<file path="src/hdl/bst_pkg.sv">
package bst_pkg;

  // ==========================================================
  // Sizes
  localparam int IR_W = 16;
  localparam int ID_W = 32;
  localparam int N_IN = 4;
  localparam int N_OUT = 4;
  localparam int BSR_W = N_IN + 2 * N_OUT;
  localparam int BSR_DAT_LO = N_IN;
  localparam int BSR_EN_LO = N_IN + N_OUT;

  // ==========================================================
  // Instruction codes
  localparam logic [15:0] OP_EXTEST = 16'h0000;
  localparam logic [15:0] OP_SAMPLE = 16'h0001;
  localparam logic [15:0] OP_IDCODE = 16'h0002;
  localparam logic [15:0] OP_HIGHZ = 16'h0003;
  localparam logic [15:0] OP_CLAMP = 16'h0004;
  localparam logic [15:0] OP_BYPASS = 16'hffff;
  localparam logic [15:0] IR_RESET = OP_IDCODE;
  localparam logic [15:0] IR_CAPTURE = 16'h0001;
  // Arbitrary identity value, bit 0 must stay one
  localparam logic [31:0] ID_VALUE = 32'h0a5a_5001;

  // ==========================================================
  // Types
  typedef enum logic [15:0] {
    ST_TLR = 16'h0001,
    ST_RTI = 16'h0002,
    ST_SEL_DR = 16'h0004,
    ST_CAP_DR = 16'h0008,
    ST_SH_DR = 16'h0010,
    ST_EX1_DR = 16'h0020,
    ST_PA_DR = 16'h0040,
    ST_EX2_DR = 16'h0080,
    ST_UP_DR = 16'h0100,
    ST_SEL_IR = 16'h0200,
    ST_CAP_IR = 16'h0400,
    ST_SH_IR = 16'h0800,
    ST_EX1_IR = 16'h1000,
    ST_PA_IR = 16'h2000,
    ST_EX2_IR = 16'h4000,
    ST_UP_IR = 16'h8000
  } bst_state_t;

  typedef struct packed {
    logic capture;
    logic shift;
    logic update;
  } bst_ctl_t;

  typedef struct packed {
    logic tck;
    logic tms;
    logic tdi;
    logic trst_n;
    logic float_n;
    logic [N_IN-1:0] pin_in;
  } bst_pins_t;

endpackage

</file>
<file path="src/hdl/bst_tap.sv">
// Function
// - Four test inputs and one serial output drive a TAP state machine stepped by clock, mode select and reset.
// - A sixteen-bit instruction register is shifted in during instruction scans.
// - All scan registers share serial input and the output is muxed from the register being scanned.
// - Outside test modes the boundary register passes pin signals unchanged.
// - In external test the boundary register breaks all normal pin paths, in clamp only the output paths.
// - Every test register shifts out least significant bit first.
// - External test drives and senses the pins from boundary register contents.
// - Sample/preload captures pin and core values while normal operation continues.
// - Bypass routes serial input to output through one cell.
// - Identification selects the ID register for shifting out.
// - High-impedance instruction stops every device output driving except serial test data out.
// - Clamp holds pins from the boundary register with bypass as the serial path.
// - The float strap low floats all outputs except serial test data out.
`timescale 1ns/10ps
`default_nettype none
module bst_tap (
  input wire logic clk_sys,
  input wire logic rst,
  input wire logic tck,
  input wire logic tms,
  input wire logic tdi,
  input wire logic test_logic_reset_in_n,
  input wire logic device_float_strap_n,
  input wire logic [bst_pkg::N_IN-1:0] pin_in,
  input wire logic [bst_pkg::N_OUT-1:0] core_out,
  input wire logic [bst_pkg::N_OUT-1:0] core_oe,
  output logic tdo,
  output logic tdo_oe,
  output logic [bst_pkg::N_IN-1:0] core_in,
  output logic [bst_pkg::N_OUT-1:0] pin_out,
  output logic [bst_pkg::N_OUT-1:0] pin_oe
);

  localparam int NI = bst_pkg::N_IN;
  localparam int NO = bst_pkg::N_OUT;
  localparam int BW = bst_pkg::BSR_W;
  localparam int DL = bst_pkg::BSR_DAT_LO;
  localparam int EL = bst_pkg::BSR_EN_LO;

  bst_pkg::bst_pins_t sync1_q, sync2_q;
  logic tck_prev_q;
  bst_pkg::bst_state_t state_q, state_d;
  logic [15:0] ir_shift_q, ir_shift_d, ir_q, ir_d;
  logic [31:0] id_q, id_d;
  logic bypass_q, bypass_d;
  logic [BW-1:0] bsr_shift, bsr_upd, bsr_cap, chain_in;
  bst_pkg::bst_ctl_t bsr_ctl;
  logic tdo_d, tdo_oe_d;
  logic [NO-1:0] pin_out_d, pin_oe_d;
  logic [NI-1:0] core_in_d;

  // ==========================================================
  // Pin synchroniser and test clock edges
  // Test clock is oversampled; inputs share the same two-flop delay so
  // mode select and data stay aligned with the sampled clock edge.
  always_ff @(posedge clk_sys or posedge rst) begin
    if (rst) begin
      sync1_q <= '{tck: 1'b0, tms: 1'b1, tdi: 1'b1, trst_n: 1'b1, float_n: 1'b1, pin_in: '0};
      sync2_q <= '{tck: 1'b0, tms: 1'b1, tdi: 1'b1, trst_n: 1'b1, float_n: 1'b1, pin_in: '0};
      tck_prev_q <= 1'b0;
    end else begin
      sync1_q <= '{tck: tck, tms: tms, tdi: tdi, trst_n: test_logic_reset_in_n,
                   float_n: device_float_strap_n, pin_in: pin_in};
      sync2_q <= sync1_q;
      tck_prev_q <= sync2_q.tck;
    end
  end

  wire logic tck_rise = sync2_q.tck & ~tck_prev_q;
  wire logic tck_fall = ~sync2_q.tck & tck_prev_q;
  wire logic trst_act = ~sync2_q.trst_n;
  wire logic tms_s = sync2_q.tms;
  wire logic tdi_s = sync2_q.tdi;

  // ==========================================================
  // TAP state machine
  always_comb begin
    case (state_q)
      bst_pkg::ST_TLR: state_d = tms_s ? bst_pkg::ST_TLR : bst_pkg::ST_RTI;
      bst_pkg::ST_RTI: state_d = tms_s ? bst_pkg::ST_SEL_DR : bst_pkg::ST_RTI;
      bst_pkg::ST_SEL_DR: state_d = tms_s ? bst_pkg::ST_SEL_IR : bst_pkg::ST_CAP_DR;
      bst_pkg::ST_CAP_DR: state_d = tms_s ? bst_pkg::ST_EX1_DR : bst_pkg::ST_SH_DR;
      bst_pkg::ST_SH_DR: state_d = tms_s ? bst_pkg::ST_EX1_DR : bst_pkg::ST_SH_DR;
      bst_pkg::ST_EX1_DR: state_d = tms_s ? bst_pkg::ST_UP_DR : bst_pkg::ST_PA_DR;
      bst_pkg::ST_PA_DR: state_d = tms_s ? bst_pkg::ST_EX2_DR : bst_pkg::ST_PA_DR;
      bst_pkg::ST_EX2_DR: state_d = tms_s ? bst_pkg::ST_UP_DR : bst_pkg::ST_SH_DR;
      bst_pkg::ST_UP_DR: state_d = tms_s ? bst_pkg::ST_SEL_DR : bst_pkg::ST_RTI;
      bst_pkg::ST_SEL_IR: state_d = tms_s ? bst_pkg::ST_TLR : bst_pkg::ST_CAP_IR;
      bst_pkg::ST_CAP_IR: state_d = tms_s ? bst_pkg::ST_EX1_IR : bst_pkg::ST_SH_IR;
      bst_pkg::ST_SH_IR: state_d = tms_s ? bst_pkg::ST_EX1_IR : bst_pkg::ST_SH_IR;
      bst_pkg::ST_EX1_IR: state_d = tms_s ? bst_pkg::ST_UP_IR : bst_pkg::ST_PA_IR;
      bst_pkg::ST_PA_IR: state_d = tms_s ? bst_pkg::ST_EX2_IR : bst_pkg::ST_PA_IR;
      bst_pkg::ST_EX2_IR: state_d = tms_s ? bst_pkg::ST_UP_IR : bst_pkg::ST_SH_IR;
      bst_pkg::ST_UP_IR: state_d = tms_s ? bst_pkg::ST_SEL_DR : bst_pkg::ST_RTI;
      default: state_d = bst_pkg::ST_TLR;
    endcase
  end

  always_ff @(posedge clk_sys or posedge rst) begin
    if (rst) begin
      state_q <= bst_pkg::ST_TLR;
    end else if (trst_act) begin
      state_q <= bst_pkg::ST_TLR;
    end else if (tck_rise) begin
      state_q <= state_d;
    end
  end

  // ==========================================================
  // Instruction register and decode
  wire logic rise_cap_ir = tck_rise & (state_q == bst_pkg::ST_CAP_IR);
  wire logic rise_sh_ir = tck_rise & (state_q == bst_pkg::ST_SH_IR);
  wire logic rise_up_ir = tck_rise & (state_q == bst_pkg::ST_UP_IR);
  wire logic in_tlr = state_q == bst_pkg::ST_TLR;

  assign ir_shift_d = rise_cap_ir ? bst_pkg::IR_CAPTURE :
                      rise_sh_ir ? {tdi_s, ir_shift_q[15:1]} : ir_shift_q;
  assign ir_d = in_tlr ? bst_pkg::IR_RESET : (rise_up_ir ? ir_shift_q : ir_q);

  wire logic op_extest = ir_q == bst_pkg::OP_EXTEST;
  wire logic op_sample = ir_q == bst_pkg::OP_SAMPLE;
  wire logic op_idcode = ir_q == bst_pkg::OP_IDCODE;
  wire logic op_highz = ir_q == bst_pkg::OP_HIGHZ;
  wire logic op_clamp = ir_q == bst_pkg::OP_CLAMP;
  // Unknown codes fall back to bypass, as do clamp and high-impedance
  wire logic sel_bsr = op_extest | op_sample;
  wire logic sel_bypass = ~(sel_bsr | op_idcode);
  wire logic pins_held = op_extest | op_clamp;

  // ==========================================================
  // Data registers
  wire logic rise_cap_dr = tck_rise & (state_q == bst_pkg::ST_CAP_DR);
  wire logic rise_sh_dr = tck_rise & (state_q == bst_pkg::ST_SH_DR);
  wire logic rise_up_dr = tck_rise & (state_q == bst_pkg::ST_UP_DR);

  assign id_d = (rise_cap_dr & op_idcode) ? bst_pkg::ID_VALUE :
                (rise_sh_dr & op_idcode) ? {tdi_s, id_q[31:1]} : id_q;
  assign bypass_d = (rise_cap_dr & sel_bypass) ? 1'b0 :
                    (rise_sh_dr & sel_bypass) ? tdi_s : bypass_q;

  always_ff @(posedge clk_sys or posedge rst) begin
    if (rst) begin
      ir_shift_q <= '0;
      ir_q <= bst_pkg::IR_RESET;
      id_q <= '0;
      bypass_q <= 1'b0;
    end else begin
      ir_shift_q <= ir_shift_d;
      ir_q <= ir_d;
      id_q <= id_d;
      bypass_q <= bypass_d;
    end
  end

  // ==========================================================
  // Boundary register chain, cell 0 nearest serial out
  assign bsr_ctl = '{capture: rise_cap_dr & sel_bsr, shift: rise_sh_dr & sel_bsr,
                     update: rise_up_dr & sel_bsr};
  assign bsr_cap = {core_oe, core_out, sync2_q.pin_in};
  assign chain_in = {tdi_s, bsr_shift[BW-1:1]};

  genvar gi;
  generate
    for (gi = 0; gi < BW; gi = gi + 1) begin : g_cell
      bst_cell u_cell (
        .clk_sys(clk_sys),
        .rst(rst),
        .ctl(bsr_ctl),
        .capture_val(bsr_cap[gi]),
        .shift_in(chain_in[gi]),
        .shift_q(bsr_shift[gi]),
        .update_q(bsr_upd[gi])
      );
    end
  endgenerate

  // ==========================================================
  // Serial output, changed on the falling test clock edge
  wire logic in_sh_ir = state_q == bst_pkg::ST_SH_IR;
  wire logic in_sh_dr = state_q == bst_pkg::ST_SH_DR;
  wire logic dr_bit = op_idcode ? id_q[0] : (sel_bsr ? bsr_shift[0] : bypass_q);
  assign tdo_d = tck_fall ? (in_sh_ir ? ir_shift_q[0] : dr_bit) : tdo;
  assign tdo_oe_d = tck_fall ? (in_sh_ir | in_sh_dr) : tdo_oe;

  // ==========================================================
  // Pin paths
  // One clk_sys of latency on the functional path buys flop-driven pins.
  assign pin_out_d = pins_held ? bsr_upd[EL-1:DL] : core_out;
  assign pin_oe_d = (~sync2_q.float_n | op_highz) ? '0 :
                    (pins_held ? bsr_upd[BW-1:EL] : core_oe);
  assign core_in_d = op_extest ? bsr_upd[NI-1:0] : sync2_q.pin_in;

  always_ff @(posedge clk_sys or posedge rst) begin
    if (rst) begin
      tdo <= 1'b0;
      tdo_oe <= 1'b0;
      pin_out <= '0;
      pin_oe <= '0;
      core_in <= '0;
    end else begin
      tdo <= tdo_d;
      tdo_oe <= tdo_oe_d;
      pin_out <= pin_out_d;
      pin_oe <= pin_oe_d;
      core_in <= core_in_d;
    end
  end
endmodule
`default_nettype wire

</file>
<file path="src/hdl/bst_cell.sv">
`timescale 1ns/10ps
`default_nettype none
module bst_cell (
  input wire logic clk_sys,
  input wire logic rst,
  input wire bst_pkg::bst_ctl_t ctl,
  input wire logic capture_val,
  input wire logic shift_in,
  output logic shift_q,
  output logic update_q
);

  logic shift_d;
  logic update_d;

  // ==========================================================
  // Capture, shift, update stages
  assign shift_d = ctl.capture ? capture_val : (ctl.shift ? shift_in : shift_q);
  assign update_d = ctl.update ? shift_q : update_q;

  always_ff @(posedge clk_sys or posedge rst) begin
    if (rst) begin
      shift_q <= 1'b0;
      update_q <= 1'b0;
    end else begin
      shift_q <= shift_d;
      update_q <= update_d;
    end
  end

endmodule
`default_nettype wire

</file>
<file path="config.mk">
export PLATFORM = sky130hd
export DESIGN_NAME = bst_tap
export DESIGN_NICKNAME = d
export VERILOG_FILES = /design/src/hdl/bst_pkg.sv /design/src/hdl/bst_tap.sv /design/src/hdl/bst_cell.sv
export SDC_FILE = /design/constraint.sdc
export NUM_CORES = 1
export LEC_CHECK = 0
export ABC_AREA = 1
export BUFFER_PORTS_ARGS = -buffer_cell sky130_fd_sc_hd__buf_2
export CAP_MARGIN = 20
export CORE_UTILIZATION = 47
export DETAILED_ROUTE_END_ITERATION = 6
export PLACE_DENSITY = 0.62
export SYNTH_ARGS = -nofsm -noshare
export SYNTH_HDL_FRONTEND = slang
export SYNTH_HIERARCHICAL = 1
export SYNTH_SLANG_ARGS = --single-unit
</file>
<file path="constraint.sdc">
create_clock -name clk_sys -period 4.6 [get_ports clk_sys]
set_clock_uncertainty 0.2 [all_clocks]
set_input_delay 0.69 -clock clk_sys [delete_from_list [all_inputs] [get_ports clk_sys]]
set_output_delay 0.69 -clock clk_sys [all_outputs]
set_load 0.005 [all_outputs]
</file>
Word level (Yosys, flattened, before mapping)
Index checks and enable logic that the tools add are counted.
{"block": "totals", "ff_bits": 138, "inputBits": 19, "output_inout_bits": 14, "wordCells": 155}
{"block": "op_classes", "eq_ne": 21, "muxes": 54, "n_bitwise": 24, "n_reduce_logical": 9}
{"cell": "16-bit one-hot mux with 12 select lines", "count": 1}
{"cell": "16-bit two-way mux", "count": 8}
{"cell": "32-bit two-way mux", "count": 2}
{"cell": "16-bit by 2-bit equality test with 1-bit output (second input constant)", "count": 3}
{"cell": "16-bit by 1-bit equality test with 1-bit output (second input constant)", "count": 2}
{"cell": "16-bit by 3-bit equality test with 1-bit output (second input constant)", "count": 2}
{"cell": "1-bit two-way mux", "count": 29}
{"cell": "9-bit two-way mux", "count": 2}
{"cell": "16-bit by 10-bit equality test with 1-bit output (second input constant)", "count": 1}
{"cell": "16-bit by 11-bit equality test with 1-bit output (second input constant)", "count": 1}
{"cell": "16-bit by 12-bit equality test with 1-bit output (second input constant)", "count": 1}
{"cell": "16-bit by 13-bit equality test with 1-bit output (second input constant)", "count": 1}
{"cell": "16-bit by 14-bit equality test with 1-bit output (second input constant)", "count": 1}
{"cell": "16-bit by 15-bit equality test with 1-bit output (second input constant)", "count": 1}
{"cell": "16-bit equality test (second input constant)", "count": 1}
{"cell": "16-bit by 4-bit equality test with 1-bit output (second input constant)", "count": 1}
{"cell": "16-bit by 5-bit equality test with 1-bit output (second input constant)", "count": 1}
{"cell": "16-bit by 6-bit equality test with 1-bit output (second input constant)", "count": 1}
{"cell": "16-bit by 7-bit equality test with 1-bit output (second input constant)", "count": 1}
{"cell": "16-bit by 8-bit equality test with 1-bit output (second input constant)", "count": 1}
{"cell": "16-bit by 9-bit equality test with 1-bit output (second input constant)", "count": 1}
{"cell": "16-bit logical NOT", "count": 1}
{"cell": "4-bit two-way mux", "count": 4}
{"cell": "1-bit bitwise AND", "count": 15}
{"cell": "14 further kinds", "count": 26}

Logic depth before layout (Yosys ltp)
{"block": "logic_depth", "depth_word": 7, "mapped_depth": 11, "ltp_nobuf": 11}

Modules after synthesis
The synthesis kept the hierarchy.
{"mod": "bst_tap", "n_inst": 1, "cells_each": 562, "area_each_um2": 5123.7, "seq_area_each_um2": 2865.2}
{"mod": "bst_cell", "n_inst": 12, "cells_each": 14, "area_each_um2": 97.6, "seq_area_each_um2": 50.0}

Least setup slack after synthesis
OpenSTA, ideal clock, no wires.
{"block": "synth_timing", "path_type": "reg-to-reg", "from": "register state_q[4]", "to": "register g_cell[0].u_cell.update_q", "setup_time_ps": 186, "arrival_time_ps": 2468, "required_time_ps": 4214, "path_slack_ps": 1745, "path_stages_with_launch": 9, "path_buffers": 0, "synth_period_minus_slack_ps": 2855, "cell_sequence": "dfrtp_1 nor2_2 nand2_2 inv_4 nand2_4 nor2_2 nand2_1 nor3_1 a21oi_1"}
{"element": "start, declared", "line_no": "bst_tap.sv:43", "source": "bst_pkg::bst_state_t state_q, state_d;"}
{"element": "start signal, assigned", "line_no": "bst_tap.sv:102", "source": "state_q <= bst_pkg::ST_TLR;"}
{"element": "start signal, assigned", "line_no": "bst_tap.sv:104", "source": "state_q <= bst_pkg::ST_TLR;"}
{"element": "start signal, assigned", "line_no": "bst_tap.sv:106", "source": "state_q <= state_d;"}
{"element": "end signal, assigned", "line_no": "bst_cell.sv:27", "source": "update_q <= update_d;"}
{"element": "end, declared", "line_no": "bst_cell.sv:10", "source": "output logic update_q"}

Final worst setup path
{"block": "layout_timing", "from": "register state_q[14]", "to": "register id_q[2]"}
{"block": "layout_via", "elab_chain_cells": 4, "word_cells_on_any_way": 8, "cone_classes": "eq/ne (2); mux (1); bitwise (4); reduce/logical (1)"}
{"element": "16-bit by 4-bit equality test with 1-bit output / 16-bit by 5-bit equality test with 1-bit output (equally long branches)", "line_no": "bst_tap.sv:133, bst_tap.sv:134"}
{"element": "1-bit bitwise AND, on equally long branches", "line_no": "bst_tap.sv:133, bst_tap.sv:134"}
{"element": "1-bit bitwise AND, on equally long branches", "line_no": "bst_tap.sv:137, bst_tap.sv:138"}
{"element": "32-bit two-way mux / 2-bit nonzero test (equally long branches)"}
{"element": "end signal, assigned", "line_no": "bst_tap.sv:151", "source": "id_q <= id_d;"}
{"element": "end, declared", "line_no": "bst_tap.sv:45", "source": "logic [31:0] id_q, id_d;"}
Several ways; a longest one is shown, not always the timed one.
A chain may end at the register's enable or synchronous reset.

==> impl_metrics.ini <==
[power]
switching_share = 0.224
p_clk_frac = 0.478
p_comb_frac = 0.060
p_seq_frac = 0.462
p_sw_mw = 0.611
power.internal_mw = 2.12
irDropWorstVdd_mv = 0.316
p_leak_nw = 3.63
power_density_nw_per_um2 = 379

[worst_setup_path]
cp_data_arrival_time_ns = 2.89
end_kind = flop
slowest_stage = nand4_4
required_ns = 4.69
slowest_delay_ns = 0.55
critical_path.cell_chain = nor2_2, nand2_4, nor2_8, nand4_4, nand2_2, nand4_4, nand2_1, o21ai_2
crit_path_start_kind = flop
crit_family = simple AND/OR/NAND/NOR gates
crit_top_cell = nand4_4
crit_type = flop to flop
cp_max_fo = 43
worst-path-buf-inv = 0

[clocking]
postCtsSetupBuffers = 0
cts_resized = 0
cts_hold_buf = 0
clk_pin_slew_ns = 0.06
cts.path.max_buffers = 2
clk-insertion-delay-late_ns = 0.42
clockRootBuffer = clkbuf_16
cts_buffers = 17
cts_tree = yes
cts.sinks = 138
htree_levels = 4

[timing]
worst_slack_ns = 1.80
finalSetupTns_ns = 0
slew_headroom = 0.524
tightest_slew_ns = 0.713
final_hold_viol_count = 0
fin_crit_sh = 0.610
rsz0062_at_grt = no
min_period_ns = 2.80
setup_viol = 0
holdWs_ns = 0.0748
fmaxAchievable_mhz = 357
final_max_slew_viol_count = 0

[finish]
antenna-diode-count = 0
stdcell_area_um2 = 7190
fillCellCount = 1116
utilization = 0.561
nets = 791
drive_gt1_frac = 0.171
area_delta_synth_final_pct = 14.3

[floorplanning]
rows = 41
ioPinCount = 33
start_util = 0.491
core_area_um2 = 12800
die_y_um = 118
die_area_um2 = 13900
die_w_um = 118

[detailed_routing]
post_drt_wl_per_cell_um = 13.3
post-route-drc-count = 0
vias = 4700
vias_per_cell = 4.91
drtAntennaViolNets = 0
wirelength_um = 12700
drtIter0Drc = 299
drt_pre_antenna_iters = 5

[logic_synthesis]
ys_ff_latch = 138
netlist_top_cells_count = nand2_1, dfrtp_1, inv_1
synth_top_cell_by_area = dfrtp_1
synth.most_common_cell = nand2_1
syn_area_um2 = 6290
avgSynthCellArea_um2 = 8.62
synthTopCellsByArea = dfrtp_1, nand2_1, inv_1, nand3_1, dfstp_2
synth_cell_type_count = 35
synthCells = 730
yosys.area.top_type_share = 0.509
synth-edff-count = 0
synth-seq-area-share = 0.551
synth_fp_nets = 749
ys.warnings.count = 6
synth_async_sr_flop_share = 1.00
yosys_most_used_dff = dfrtp_1

[status]
status = finished, final reports clean

[worst_hold_path]
hold_path_class = primary input to async pin

[place]
placed_area_um2 = 6590
dp_slack_ns = 1.79
io_buffers = 32
post-dp-hpwl_um = 8500
routabilityCongestion = 0.860

[global_route]
grt_pass1_wl_um = 22200
grt_pass1_vias = 4505
antenna_found_initial = 0
grt.total_usage = 0.201
overflow = 0
grt_start_max_net_pins = 87

[job]
cap_violations = 0
==> cell families after synthesis <==
family,Yosys count,synth area share
AOI/OAI and AO/OA,99,0.0966
buffers and inverters,138,0.0932
DFF,138,0.551
muxes,4,0.00716
and+or+nand+nor,351,0.252
==> placed cells by master (no fill, tap or decap), types with 5 or more instances in the layout <==
cell type  Yosys  final
o21ai_2       21     21
dfstp_2       10     10
clkbuf_16      0     17
dfrtp_1      128    128
inv_2          5      5
nor3_1         8      7
inv_1        116    115
a21oi_1       18     18
o21ai_0       33     33
o22ai_1        5      5
nor2_1        52     52
nand4_1        9      9
o21ai_1       16     16
nor2_2         6      6
clkinv_2       0      8
nand3_1       67     67
buf_2          2     32
nand2_1      191    191
buf_4          3      5
==> cell type report <==
cell class / instances / area [um^2] / area share
multi-input cells: 454 / 2250 / 0.312
well taps: 172 / 215 / 0.0299
flip-flops and latches: 138 / 3470 / 0.482
clock inverters: 10 / 100 / 0.0139
repair buffers: 39 / 236 / 0.0329
clock buffers: 22 / 464 / 0.0645
inverters: 122 / 463 / 0.0644
==> registers in the layout (all words and copies together), names as in the netlist, 3 cells and up <==
| register | flops |
|---|---|
| id_q | 32 |
| ir_q | 16 |
| ir_shift_q | 16 |
| state_q | 16 |
| g_cell.u_cell/shift_q | 12 |
| g_cell.u_cell/update_q | 12 |
| sync1_q | 9 |
| bsr_cap | 4 |
| core_in | 4 |
| pin_oe | 4 |
| pin_out | 4 |
| sync2_q | 3 |
==> path summary, 6_finish.rpt <==
check	from	end	slack [ns]	depth (start not counted)
max	state_q[14]	id_q[2]	1.80	8
min	rst	g_cell[5].u_cell/shift_q	0.07	2
max reg2reg	state_q[14]	id_q[2]	1.80	8
min reg2reg	sync1_q[0]	bsr_cap[0]	0.15	0
max in group asynchronous	rst	sync1_q[6]	3.06	4
min in group clk_sys	sync1_q[0]	bsr_cap[0]	0.15	0
==> power by group through the flow <==
| stage | registers [mW] | clock network, mW | logic (mW) |
|---|---|---|---|
| 2_1_floorplan | 1.28 | 0 | 0.105 |
| 3_3_place_gp | 1.28 | 0 | 0.158 |
| 3_5_place_dp | 1.28 | 0 | 0.160 |
| 4_1_cts | 1.26 | 1.33 | 0.161 |
| 5_1_grt | 1.26 | 1.38 | 0.186 |
| 6_report | 1.26 | 1.30 | 0.163 |
==> per-stage QoR <==
stage          power (mW)  cells
3_5_place_dp         1.44    923
3_3_place_gp         1.44    923
6_report             2.73    957
2_1_floorplan        1.38    730
5_1_grt              2.83    957
4_1_cts              2.75    955
==> layer usage <==
| layer | routed length [um] | GRT usage | up-vias |
|---|---|---|---|
| met1 | 6270 | 0.282 | 2220 |
| met3 | 375 | 0.0426 | 19 |
| met5 | 0 | 0 | - |
| li1 | - | - | 2386 |
| met2 | 5860 | 0.303 | 75 |
| met4 | 204 | 0.0841 | 0 |
No activity file was read; power rests on OpenSTA's default activity.
